File: config.mk
export PLATFORM = sky130hd
export DESIGN_NAME = genlock_lock_control
export DESIGN_NICKNAME = d
export VERILOG_FILES = /design/src/design/genlock_lock_control.v
export VERILOG_INCLUDE_DIRS = /design/src /design/src/common
export SDC_FILE = /design/constraint.sdc
export NUM_CORES = 1
export LEC_CHECK = 0
export BUFFER_PORTS_ARGS = -buffer_cell sky130_fd_sc_hd__buf_2
export CAP_MARGIN = 10
export CORE_UTILIZATION = 40
export DETAILED_ROUTE_END_ITERATION = 7
export GPL_ROUTABILITY_DRIVEN = 0
export SYNTH_ARGS = -nofsm -noshare
export SYNTH_HDL_FRONTEND = slang
export SYNTH_SLANG_ARGS = --single-unit
File: constraint.sdc
create_clock -name SYS_CLK -period 5.05 [get_ports SYS_CLK]
set_clock_uncertainty 0.05 [all_clocks]
set_input_delay 0.2525 -clock SYS_CLK [delete_from_list [all_inputs] [get_ports SYS_CLK]]
set_output_delay 0.2525 -clock SYS_CLK [all_outputs]
set_load 0.01 [all_outputs]
File: src/common/genlock_lock_control_regs.vh
// Register map, field positions, reset values and timing constants of the genlock lock control
// Function
// - Default tolerance code keeps lock within about 0.2 percent reference line drift.
// - Drift tolerance register at 1Eh, host writable, resets to Bh.
// - Tolerance code k allows drift of two to the power k minus 20.
// - 59.94Hz and 60Hz reference standards stay distinct whatever the tolerance.
// - Lock attempted only while reference-lost and lock request input are low.
// - Valid recognised reference consults the format table for permission to lock.
// - Permitted lock: lock format, apply timing offsets, then drop lock-lost low.
// - Lock impossible: hold lock-lost high and run free from the crystal.
// - Status register shows separate line, picture and field lock indications.
// - Control bits let the host ignore bad line, picture or field timing.
// - Mask at 11h-13h disables any of 36 standards; locking to one fails.
// - Disabling the applied standard while already locked keeps the lock.
// - Reset mask disables all high-definition reference formats.
// - Crash lock by default; crash behaviour set by a field of 24h.
// - Bit 1 of 16h high selects drift lock instead of crash lock.
// - Reference removed and reapplied while locked re-acquires by drift lock.
// - Video loop defaults to 10Hz for matched formats; cross-lock may differ.
// - Video loop capacitive coefficient from 26h, resistive coefficient from 27h.
// - Audio loop capacitive coefficient from 39h, resistive coefficient from 3Ah.
// - Triple rate sound enable is bit 5 of 31h and resets low.
`ifndef GENLOCK_LOCK_CONTROL_REGS_VH
`define GENLOCK_LOCK_CONTROL_REGS_VH
// Register indices; byte address is four times the index
`define IDX_MASK_LO 8'h11
`define IDX_MASK_MID 8'h12
`define IDX_MASK_HI 8'h13
`define IDX_GEN_CTRL 8'h16
`define IDX_GEN_STAT 8'h17
`define IDX_TOLERANCE 8'h1e
`define IDX_RUN_CTRL 8'h24
`define IDX_VCAP 8'h26
`define IDX_VRES 8'h27
`define IDX_AUDIO_CTRL 8'h31
`define IDX_ACAP 8'h39
`define IDX_ARES 8'h3a
// Field positions
`define CTRL_DRIFT_BIT 1
`define CTRL_IGN_H_BIT 2
`define CTRL_IGN_V_BIT 3
`define CTRL_IGN_F_BIT 4
`define AUD_TRIPLE_BIT 5
`define CRASH_LSB 4
`define CRASH_MSB 7
// Reset values
`define TOL_RESET 4'hb
`define MASK_RESET 48'h0000_0003_f000
`define CTRL_RESET 16'h0000
`define RUN_RESET 16'h0013
`define VCAP_RESET 16'h0010
`define VRES_RESET 16'h0025
`define ACAP_RESET 16'h0010
`define ARES_RESET 16'h0025
`define AUD_RESET 16'h0000
// Tolerance shift base, format count and drift lock line count
`define TOL_EXP_BASE 5'd20
`define NUM_STANDARDS 6'd36
`define DRIFT_LINES 5'd16
// Reference presence timeouts
`define CLK_HZ 20000000
`define FRAME_GAP_US 50000
`endif

File: src/design/genlock_lock_control.v
// Genlock decision and PLL lock control with a classic Wishbone register slave
`include "genlock_lock_control_regs.vh"
module genlock_lock_control #(
   parameter PW = 16,
   parameter FRAME_GAP_CYC = `FRAME_GAP_US * (`CLK_HZ / 1000000)
)(
   input wire SYS_CLK,
   input wire RSTN,
   input wire CE,
   // Wishbone classic slave
   input wire WB_CYC_I,
   input wire WB_STB_I,
   input wire WB_WE_I,
   input wire [9:0] WB_ADR_I,
   input wire [3:0] WB_SEL_I,
   input wire [31:0] WB_DAT_I,
   output reg [31:0] WB_DAT_O,
   output reg WB_ACK_O,
   // Reference pins
   input wire LINE_REFERENCE_IN,
   input wire PICTURE_REFERENCE_IN,
   input wire FIELD_REFERENCE_IN,
   input wire LOCK_REQUEST_LOW_N,
   // Format detector and cross-reference table, same clock
   input wire FORMAT_VALID,
   input wire [5:0] REF_FORMAT,
   input wire TABLE_PERMIT,
   // Lock outputs
   output reg REF_LOST,
   output reg LOCK_LOST,
   output reg DRIFT_MODE,
   output reg OFFSET_APPLY,
   output reg [15:0] VIDEO_CAP,
   output reg [15:0] VIDEO_RES,
   output reg [15:0] SOUND_CAP,
   output reg [15:0] SOUND_RES,
   output reg TRIPLE_RATE_SOUND_ENABLE
);

   // ----------------------------------------------------------------
   // States
   // ----------------------------------------------------------------
   localparam ST_FREE = 2'b00;
   localparam ST_CHECK = 2'b01;
   localparam ST_LOCKING = 2'b10;
   localparam ST_LOCKED = 2'b11;

   reg [1:0] state_reg;
   reg [1:0] state_next;

   // Register file
   reg [47:0] mask_reg;
   reg [15:0] ctrl_reg;
   reg [3:0] tol_reg;
   reg [15:0] run_reg;
   reg [15:0] vcap_reg;
   reg [15:0] vres_reg;
   reg [15:0] acap_reg;
   reg [15:0] ares_reg;
   reg [15:0] aud_reg;

   // ----------------------------------------------------------------
   // Pin synchronisers
   // ----------------------------------------------------------------
   reg [3:0] pin_meta_reg;
   reg [3:0] pin_sync_reg;
   reg [2:0] pin_last_reg;

   // Two flops per pin; the second stage and, on the reference pins, a third flop behind it feed the edge detect
   always @(posedge SYS_CLK)
   begin
      if (!RSTN)
      begin
         pin_meta_reg <= 4'h8;
         pin_sync_reg <= 4'h8;
         pin_last_reg <= 3'h0;
      end
      else if (CE)
      begin
         pin_meta_reg <= {LOCK_REQUEST_LOW_N, FIELD_REFERENCE_IN, PICTURE_REFERENCE_IN, LINE_REFERENCE_IN};
         pin_sync_reg <= pin_meta_reg;
         pin_last_reg <= pin_sync_reg[2:0];
      end
   end

   wire [2:0] pin_rise = pin_sync_reg[2:0] & ~pin_last_reg;
   wire h_edge = pin_rise[0];
   wire v_edge = pin_rise[1];
   wire f_edge = pin_rise[2];
   wire lock_request_low = ~pin_sync_reg[3];

   // ----------------------------------------------------------------
   // Line period measurement and drift check
   // ----------------------------------------------------------------
   reg [PW-1:0] period_cnt_reg;
   reg [PW-1:0] expected_reg;
   reg have_expected_reg;
   reg line_start_reg;
   reg h_in_tol_reg;
   reg h_missing_reg;
   reg [5:0] last_format_reg;

   wire [PW-1:0] period_diff = (period_cnt_reg > expected_reg) ? (period_cnt_reg - expected_reg)
                                                                : (expected_reg - period_cnt_reg);
   wire [4:0] tol_shift = `TOL_EXP_BASE - {1'b0, tol_reg};
   wire [PW-1:0] allowed_drift = expected_reg >> tol_shift;
   wire [PW:0] gap_limit = {expected_reg, 1'b0};

   // Period counter restarts on each line edge; two lost lines flag the reference missing
   always @(posedge SYS_CLK)
   begin
      if (!RSTN)
      begin
         period_cnt_reg <= {PW{1'b0}};
         expected_reg <= {PW{1'b0}};
         have_expected_reg <= 1'b0;
         line_start_reg <= 1'b0;
         h_in_tol_reg <= 1'b0;
         h_missing_reg <= 1'b1;
         last_format_reg <= 6'h00;
      end
      else if (CE)
      begin
         last_format_reg <= REF_FORMAT;
         // New format id forgets expected period
         if (REF_FORMAT != last_format_reg || !FORMAT_VALID)
         begin
            have_expected_reg <= 1'b0;
            h_in_tol_reg <= 1'b0;
            line_start_reg <= 1'b0;
         end
         else if (h_edge)
         begin
            // The first edge only opens a period; a partial period must not become the reference
            if (!line_start_reg)
               line_start_reg <= 1'b1;
            else if (!have_expected_reg)
            begin
               expected_reg <= period_cnt_reg;
               have_expected_reg <= 1'b1;
            end
            else
               h_in_tol_reg <= (period_diff <= allowed_drift);
         end
         if (h_edge)
         begin
            period_cnt_reg <= {PW{1'b0}};
            h_missing_reg <= 1'b0;
         end
         else
         begin
            // Saturates so a dead input cannot wrap round into a false period
            if (period_cnt_reg != {PW{1'b1}})
               period_cnt_reg <= period_cnt_reg + 1'b1;
            if (have_expected_reg && ({1'b0, period_cnt_reg} > gap_limit))
               h_missing_reg <= 1'b1;
         end
      end
   end

   // ----------------------------------------------------------------
   // Picture and field presence watchdogs
   // ----------------------------------------------------------------
   reg [31:0] v_gap_reg;
   reg [31:0] f_gap_reg;
   wire v_ok = (v_gap_reg < FRAME_GAP_CYC);
   wire f_ok = (f_gap_reg < FRAME_GAP_CYC);

   // Gap counters saturate at the limit, restart on each edge
   always @(posedge SYS_CLK)
   begin
      if (!RSTN)
      begin
         v_gap_reg <= FRAME_GAP_CYC;
         f_gap_reg <= FRAME_GAP_CYC;
      end
      else if (CE)
      begin
         if (v_edge)
            v_gap_reg <= 32'h0000_0000;
         else if (v_ok)
            v_gap_reg <= v_gap_reg + 32'h0000_0001;
         if (f_edge)
            f_gap_reg <= 32'h0000_0000;
         else if (f_ok)
            f_gap_reg <= f_gap_reg + 32'h0000_0001;
      end
   end

   // ----------------------------------------------------------------
   // Lock decision
   // ----------------------------------------------------------------
   wire ref_lost_now = !FORMAT_VALID || h_missing_reg;
   // Ignore bits widen the locked view
   wire h_good = h_in_tol_reg || ctrl_reg[`CTRL_IGN_H_BIT];
   wire v_good = v_ok || ctrl_reg[`CTRL_IGN_V_BIT];
   wire f_good = f_ok || ctrl_reg[`CTRL_IGN_F_BIT];
   wire std_enabled = (REF_FORMAT < `NUM_STANDARDS) && !mask_reg[REF_FORMAT];
   wire [3:0] crash_lines = run_reg[`CRASH_MSB:`CRASH_LSB];

   reg [4:0] line_cnt_reg;
   reg [4:0] line_cnt_next;
   reg was_locked_reg;
   reg was_locked_next;
   reg drift_reg;
   reg drift_next;

   // Next state; a new attempt starts from FREE whenever request and reference are both present
   always @*
   begin
      state_next = state_reg;
      line_cnt_next = line_cnt_reg;
      was_locked_next = was_locked_reg;
      drift_next = drift_reg;
      case (state_reg)
         ST_FREE:
         begin
            if (!ref_lost_now && lock_request_low)
               state_next = ST_CHECK;
         end
         ST_CHECK:
         begin
            if (ref_lost_now || !lock_request_low)
               state_next = ST_FREE;
            else if (TABLE_PERMIT && std_enabled)
            begin
               state_next = ST_LOCKING;
               line_cnt_next = 5'd0;
               // Crash unless drift chosen or re-acquiring
               drift_next = ctrl_reg[`CTRL_DRIFT_BIT] || was_locked_reg;
            end
         end
         ST_LOCKING:
         begin
            if (ref_lost_now || !lock_request_low)
               state_next = ST_FREE;
            else if (h_edge)
            begin
               line_cnt_next = line_cnt_reg + 5'd1;
               // Offsets applied for the lock span, then lock reported
               if ((drift_reg && line_cnt_reg == `DRIFT_LINES - 5'd1) ||
                   (!drift_reg && line_cnt_reg == {1'b0, crash_lines}))
               begin
                  state_next = ST_LOCKED;
                  was_locked_next = 1'b1;
               end
            end
         end
         ST_LOCKED:
         begin
            // Mask not looked at once locked
            if (!lock_request_low)
            begin
               state_next = ST_FREE;
               was_locked_next = 1'b0;
            end
            else if (ref_lost_now || !h_good || !v_good || !f_good)
               state_next = ST_FREE;
         end
         default:
            state_next = ST_FREE;
      endcase
      // A new standard is a new reference, not a re-acquisition
      if (REF_FORMAT != last_format_reg)
         was_locked_next = 1'b0;
   end

   // State registers and lock pins
   always @(posedge SYS_CLK)
   begin
      if (!RSTN)
      begin
         state_reg <= ST_FREE;
         line_cnt_reg <= 5'd0;
         was_locked_reg <= 1'b0;
         drift_reg <= 1'b0;
         REF_LOST <= 1'b1;
         LOCK_LOST <= 1'b1;
         DRIFT_MODE <= 1'b0;
         OFFSET_APPLY <= 1'b0;
      end
      else if (CE)
      begin
         state_reg <= state_next;
         line_cnt_reg <= line_cnt_next;
         was_locked_reg <= was_locked_next;
         drift_reg <= drift_next;
         REF_LOST <= ref_lost_now;
         // High unless locked, free run otherwise
         LOCK_LOST <= (state_next != ST_LOCKED);
         DRIFT_MODE <= drift_next;
         // Offset adjust runs before lock-lost falls
         OFFSET_APPLY <= (state_next == ST_LOCKING);
      end
   end

   // ----------------------------------------------------------------
   // Wishbone register slave
   // ----------------------------------------------------------------
   wire [7:0] idx = WB_ADR_I[9:2];
   wire req = WB_CYC_I && WB_STB_I && !WB_ACK_O;
   wire wr = req && WB_WE_I;
   wire [2:0] lock_flags = (state_reg == ST_LOCKED) ? {f_ok, v_ok, h_in_tol_reg} : 3'b000;

   // Merge the two low byte lanes into a 16-bit register
   function [15:0] lanes;
      input [15:0] old;
      input [31:0] dat;
      input [3:0] sel;
      begin
         lanes = {sel[1] ? dat[15:8] : old[15:8], sel[0] ? dat[7:0] : old[7:0]};
      end
   endfunction

   // Writes land on the acknowledged cycle; ack is a one-cycle pulse
   always @(posedge SYS_CLK)
   begin
      if (!RSTN)
      begin
         WB_ACK_O <= 1'b0;
         WB_DAT_O <= 32'h0000_0000;
         mask_reg <= `MASK_RESET;
         ctrl_reg <= `CTRL_RESET;
         tol_reg <= `TOL_RESET;
         run_reg <= `RUN_RESET;
         vcap_reg <= `VCAP_RESET;
         vres_reg <= `VRES_RESET;
         acap_reg <= `ACAP_RESET;
         ares_reg <= `ARES_RESET;
         aud_reg <= `AUD_RESET;
      end
      else if (CE)
      begin
         WB_ACK_O <= req;
         if (wr)
         begin
            case (idx)
               `IDX_MASK_LO: mask_reg[15:0] <= lanes(mask_reg[15:0], WB_DAT_I, WB_SEL_I);
               `IDX_MASK_MID: mask_reg[31:16] <= lanes(mask_reg[31:16], WB_DAT_I, WB_SEL_I);
               `IDX_MASK_HI: mask_reg[47:32] <= lanes(mask_reg[47:32], WB_DAT_I, WB_SEL_I);
               `IDX_GEN_CTRL: ctrl_reg <= lanes(ctrl_reg, WB_DAT_I, WB_SEL_I);
               `IDX_TOLERANCE:
               begin
                  if (WB_SEL_I[0])
                     tol_reg <= WB_DAT_I[3:0];
               end
               `IDX_RUN_CTRL: run_reg <= lanes(run_reg, WB_DAT_I, WB_SEL_I);
               `IDX_VCAP: vcap_reg <= lanes(vcap_reg, WB_DAT_I, WB_SEL_I);
               `IDX_VRES: vres_reg <= lanes(vres_reg, WB_DAT_I, WB_SEL_I);
               `IDX_AUDIO_CTRL: aud_reg <= lanes(aud_reg, WB_DAT_I, WB_SEL_I);
               `IDX_ACAP: acap_reg <= lanes(acap_reg, WB_DAT_I, WB_SEL_I);
               `IDX_ARES: ares_reg <= lanes(ares_reg, WB_DAT_I, WB_SEL_I);
               default: ;
            endcase
         end
         // Unmapped reads answer zero
         case (idx)
            `IDX_MASK_LO: WB_DAT_O <= {16'h0000, mask_reg[15:0]};
            `IDX_MASK_MID: WB_DAT_O <= {16'h0000, mask_reg[31:16]};
            `IDX_MASK_HI: WB_DAT_O <= {16'h0000, mask_reg[47:32]};
            `IDX_GEN_CTRL: WB_DAT_O <= {16'h0000, ctrl_reg};
            // Separate line, picture, field lock bits
            `IDX_GEN_STAT: WB_DAT_O <= {24'h000000, drift_reg, REF_LOST, LOCK_LOST, lock_flags, state_reg};
            `IDX_TOLERANCE: WB_DAT_O <= {28'h0000000, tol_reg};
            `IDX_RUN_CTRL: WB_DAT_O <= {16'h0000, run_reg};
            `IDX_VCAP: WB_DAT_O <= {16'h0000, vcap_reg};
            `IDX_VRES: WB_DAT_O <= {16'h0000, vres_reg};
            `IDX_AUDIO_CTRL: WB_DAT_O <= {16'h0000, aud_reg};
            `IDX_ACAP: WB_DAT_O <= {16'h0000, acap_reg};
            `IDX_ARES: WB_DAT_O <= {16'h0000, ares_reg};
            default: WB_DAT_O <= 32'h0000_0000;
         endcase
      end
   end

   // ----------------------------------------------------------------
   // Loop filter coefficient outputs
   // ----------------------------------------------------------------
   // Coefficients pass straight on; range limits are the host's job
   always @(posedge SYS_CLK)
   begin
      if (!RSTN)
      begin
         VIDEO_CAP <= `VCAP_RESET;
         VIDEO_RES <= `VRES_RESET;
         SOUND_CAP <= `ACAP_RESET;
         SOUND_RES <= `ARES_RESET;
         TRIPLE_RATE_SOUND_ENABLE <= 1'b0;
      end
      else if (CE)
      begin
         VIDEO_CAP <= vcap_reg;
         VIDEO_RES <= vres_reg;
         SOUND_CAP <= acap_reg;
         SOUND_RES <= ares_reg;
         TRIPLE_RATE_SOUND_ENABLE <= aud_reg[`AUD_TRIPLE_BIT];
      end
   end

endmodule // genlock_lock_control

Yosys cells after proc, flatten, opt, wreduce, memory -nomap -nowiden
Cells that the tools add are included.
{"block": "op_classes", "add_sub_neg": 7, "mul": 0, "div_mod_pow": 0, "n_lt_le_gt_ge": 7, "n_eq_ne": 29, "shifts": 1, "n_mux": 42, "bitwise_logic": 6, "reduce_logical": 70}
{"op": "one-hot mux 16 bit (12 select lines)", "count": 1}
{"op": "2-to-1 mux 32 bit", "count": 4}
{"op": "AND reduction 4 bit", "count": 23}
{"op": "adder 32 x 1 -> 32 bit, second input constant", "count": 2}
{"op": "less-than comparator 32 x 20 -> 1 bit, second input constant", "count": 2}
{"op": "equality test 8 x 5 -> 1 bit, second input constant", "count": 6}
{"op": "equality test 8 x 6 -> 1 bit, second input constant", "count": 6}
{"op": "2-to-1 mux 16 bit", "count": 3}
{"op": "subtractor 16 bit", "count": 2}
{"op": "2-to-1 mux 5 bit", "count": 4}
{"op": "greater-than comparator 16 x 17 -> 1 bit", "count": 1}
{"op": "2-to-1 mux 1 bit", "count": 17}
{"op": "adder 16 x 1 -> 16 bit, second input constant", "count": 1}
{"op": "greater-than comparator 16 bit", "count": 1}
{"op": "<= comparator 16 bit", "count": 1}
{"op": "2-to-1 mux 2 bit", "count": 8}
{"op": "!= test 16 bit, second input constant", "count": 1}
{"op": "nonzero test 2 bit", "count": 8}
{"op": "right shift 16 x 5 -> 16 bit", "count": 1}
{"op": "!= test 3 bit, second input constant", "count": 4}
{"op": "AND reduction 6 bit", "count": 2}
{"op": "logical OR 1 bit", "count": 11}
{"op": "!= test 2 bit, second input constant", "count": 5}
{"op": "one-hot mux 5 bit (2 select lines)", "count": 1}
{"op": "other kinds (23)", "count": 47}
{"block": "totals", "reg_bits": 391, "latch_bits": 0, "mem_bits_rw": 0, "romBits": 0, "inputBits": 64, "out_inout_bits": 102, "wordCells": 209, "n_memories": 0}

Logic depth before layout (Yosys ltp)
{"block": "logic_depth", "word_depth": 9, "ltp_mapped": 22, "depth_no_buf": 19}

Worst setup path after synthesis
No wires, ideal clock.
{"block": "synth_timing", "kind": "register to register", "startpoint": "register period_cnt_reg[2]", "endpoint": "register h_in_tol_reg", "setup_time_ns": 0.070, "arrival_ns": 3.942, "required_ns": 4.930, "slack_ns": 0.988, "path_stages_with_launch": 20, "n_path_buf": 3, "period_less_slack_ns": 4.062, "path_cell_list": "dfxtp_1 inv_1 ha_1 clkbuf_1 a211oi_1 o21ai_0 nand4_1 a31oi_1 buf_2 buf_1 mux2_2 ha_1 nor2b_1 o21ai_0 nand2b_1 a21oi_1 o21ai_0 a211oi_1 o21ai_0 a21oi_1"}
{"block": "synth_between", "elab_chain_len": 7, "word_cells_on_any_way": 9, "cone_classes": "add/sub: 2; order compare: 2; mux: 5"}
{"item": "from (decl)", "line": "genlock_lock_control.v:95", "text": "reg [PW-1:0] period_cnt_reg;"}
{"item": "from (signal assigned)", "line": "genlock_lock_control.v:114", "text": "period_cnt_reg <= {PW{1'b0}};"}
{"item": "from (signal assigned)", "line": "genlock_lock_control.v:147", "text": "period_cnt_reg <= {PW{1'b0}};"}
{"item": "from (signal assigned)", "line": "genlock_lock_control.v:154", "text": "period_cnt_reg <= period_cnt_reg + 1'b1;"}
{"item": "subtractor 16 bit (tied with other cells)", "line": "genlock_lock_control.v:104", "text": ": (expected_reg - period_cnt_reg);"}
{"item": "2-to-1 mux 16 bit (*)", "line": "genlock_lock_control.v:103", "text": "wire [PW-1:0] period_diff = (period_cnt_reg > expected_reg) ? (period_cnt_reg - expected_reg)"}
{"item": "<= comparator 16 bit (*)", "line": "genlock_lock_control.v:143", "text": "h_in_tol_reg <= (period_diff <= allowed_drift);"}
{"item": "2-to-1 mux 1 bit (*)", "line": "genlock_lock_control.v:137", "text": "else if (!have_expected_reg)"}
{"item": "2-to-1 mux 1 bit (*)", "line": "genlock_lock_control.v:135", "text": "if (!line_start_reg)"}
{"item": "2-to-1 mux 1 bit (*)", "line": "genlock_lock_control.v:132", "text": "else if (h_edge)"}
{"item": "2-to-1 mux 1 bit (*)", "line": "genlock_lock_control.v:126", "text": "if (REF_FORMAT != last_format_reg || !FORMAT_VALID)"}
{"item": "to (signal assigned)", "line": "genlock_lock_control.v:143"}
{"item": "to (decl)", "line": "genlock_lock_control.v:99", "text": "reg h_in_tol_reg;"}
Mark *: on every way between the ends. The rest lies on a longest branch, timed or not. The select of a mux whose other input is x is not followed.
A chain may end at the register's enable or synchronous reset.

Worst setup path in the final report
{"block": "layout_timing", "startpoint": "register period_cnt_reg[9]", "endpoint": "register h_in_tol_reg"}
The elaborated chain is that of the path after synthesis.

==> impl_metrics.toml <==
[job]
max_cap_violations = 0

[die]
dieWidth_um = 219
ioPinCount = 166
die_y_um = 219
rows = 79
initial_core_util_pct = 40.6
dieArea_sq_um = 48100
core_sq_um = 46600

[pwr]
ir_drop_uv = 270
leakagePower_nw = 8.43
power.density_cell_area_nw_per_um2 = 302

[cts]
clock-sinks = 375
cts_inserted_buffers = 42
clk_pin_slew_ns = 0.07
clk_latency_ns = 0.57
cts.path.max_buffers = 3
htree_levels = 2
clk_root_buffer_cell = "clkbuf_16"
cts_tree = "built"

[synth]
yosysMostFrequentCell = "dfxtp_1"
yosysTopAreaCell = "dfxtp_1"
synth_area_sq_um = 18900
yosys_warnings = 0
synth-async-reset-ratio_pct = 0
yosysSeqAreaShare_pct = 39.7
synth.top_cell.area_share_pct = 39.7
synth_flop_cell = "dfxtp_1"
netlist_instances = 2216
synth_edf_count = 0
ys_seq_elements = 375
synth_common_cells = "dfxtp_1, nor2_1, nand2_1"
syn_area_per_cell_sq_um = 8.53
synth_area_leaders = "dfxtp_1, mux2i_1, nor2_1, nand2_1, ha_1"
synth_cell_type_count = 80

[sta]
hold_viol = 0
fin_setup_tns_ns = 0
drv_slew = 0
post-route-period-util_pct = 94.2
fmax_ghz = 0.210
slew_headroom_pct = 24.7
rsz0062_at_grt = "no"
period_minus_slack_ns = 4.76
setup_viol = 0
tightest_slew_ns = 1.12

[grt]
grt.busiest_layer = "met2"
grt_util_met1_pct = 28.8
grt_pass1_wl_mm = 86.1
grtUsageTotal_pct = 22.5
overflow = 0
grt_pass1_vias = 15700
grtUsageMet3_pct = 3.10
use_met2_pct = 38.6
grt_start_max_net_pins = 158
antenna_found_initial = 3

[critical_path]
cp_data_arrival_time_ns = 5.17
required_ns = 5.47
cp-end-kind = "flip-flop"
worst-setup-path-type = "flip-flop to flip-flop"
critPathMaxFanout = 10
r2r_slack_ns = 0.29
cp-start-kind = "flip-flop"

[finish]
nFillCells = 4477
instances_no_fill = 2922
largest_reg_flops = 48
fin_nets = 2414
layout-drive-gt1-share_pct = 11.9
multi_input_area_sq_um = 10600
fin_area_sq_um = 21400
syn2layout_area_growth_pct = 13.4
final_core_util_pct = 46.1
regArea_sq_um = 7510

[drt]
dr.pass1.iters = 6
ant_nets = 0
drc = 0
drt_iter0_markers = 1221
wl_per_cell_um = 18.8
viasPerCell = 5.58
via_count = 16300
routed_wirelength_mm = 54.9

[placed_design]
dp_hpwl_mm = 39.1
dp.cells = 2829
portBuffers = 129
postPlaceCellArea_sq_um = 19900

[status]
status = "completed"

[hold_path]
min_path_type = "input pin to flip-flop"
[per-layer routing]
| layer | part of all wire, % | routed length [um] |
|---|---|---|
| met1 | 43 | 23700 |
| met2 | 48 | 26300 |
| met3 | 5.9 | 3270 |
| met4 | 3.0 | 1650 |
| met5 | 0.024 | 13 |
[through the flow]
stage / total power (W) / worst slack (ns) / hold slack, ns
final: 0.00648 / 0.291 / 0.0204
after global routing: 0.00671 / 0.0314 / 0.0278
after CTS: 0.00655 / 0.112 / 0.000219
after detailed placement: 0.00345 / 0.178 / 0.397
after global placement: 0.00345 / 0.308 / 0.392
after floorplan: 0.00335 / 0.988 / 0.331
[cell usage in the layout, fill, tap and decap left out, types with 9 or more instances in the layout]
cell type / n
nand2_1: 252
a22oi_1: 23
buf_4: 15
nor4_1: 10
dfxtp_1: 375
clkbuf_16: 42
nand4_1: 22
a21o_1: 21
mux2i_1: 237
nand2b_1: 9
inv_1: 48
buf_2: 128
nor3_1: 29
o21a_1: 11
ha_1: 68
clkinv_2: 10
xor2_1: 39
and2_1: 10
a31oi_1: 12
conb_1: 16
a21oi_1: 149
nor2b_1: 20
o21ai_0: 68
mux2_2: 23
nor2_1: 331
a211oi_1: 10
nand3_1: 64
and3_1: 33
a221oi_1: 16
a222oi_1: 10
dlygate4sd3_1: 14
xnor2_1: 36
[path summary, 6_finish.rpt]
check	start	end	cells after the start
max reg2reg	period_cnt_reg[9]$_SDFFE_PN0P_	h_in_tol_reg$_SDFFE_PN0P_	16
max	period_cnt_reg[9]$_SDFFE_PN0P_	h_in_tol_reg$_SDFFE_PN0P_	16
min reg2reg	run_reg[3]$_SDFFE_PN0P_	run_reg[3]$_SDFFE_PN0P_	2
min	WB_DAT_I[11]	ctrl_reg[11]$_SDFFE_PN0P_	3
[worst max-delay path: stages, from the launching register on]
cell       delay (ns)
dfxtp_1          0.43
inv_1            0.09
ha_1             0.49
nand2_1          0.18
or4_1            0.60
nor3_1           0.47
a21oi_1          0.10
a2bb2oi_1        0.33
o21ai_0          0.16
a221oi_1         0.31
xnor2_1          0.13
ha_1             0.21
a21o_1           0.15
a21o_1           0.18
a2111oi_2        0.45
o21ai_0          0.17
a21oi_1          0.14
[cell type report]
cell class              instances  area share (%)
diodes                          2          0.0233
clock buffers                  55            5.41
clock inverters                22            1.17
inverters                      49           0.893
multi-input cells            1653            49.6
flip-flops and latches        375            35.0
well taps                     607            3.54
repair buffers                159            4.31
[logic make-up after synthesis]
family | synth area share [%]
simple gates | 19.6
compound gates | 13.6
flops | 39.7
mux | 14.4
buf+inv | 4.49
xor+xnor | 3.47
fa+ha+maj | 4.71
other cells | 0.0198
[power by group]
| part | total (W) | internal, W | switching, W |
|---|---|---|---|
| combinational | 0.000419 | 0.000149 | 0.000270 |
| sequential | 0.00298 | 0.00297 | 0.0000119 |
| clock | 0.00308 | 0.00179 | 0.00129 |
[what timing repair did]
action | in CTS | in global routing
gates resized for setup | 0 | 3
hold buffers | 14 | 0
setup buffers | 0 | 0
setup endpoints to repair | 0 | 1
hold endpoints to repair | 26 | 0
No activity file was read; power rests on OpenSTA's default activity.
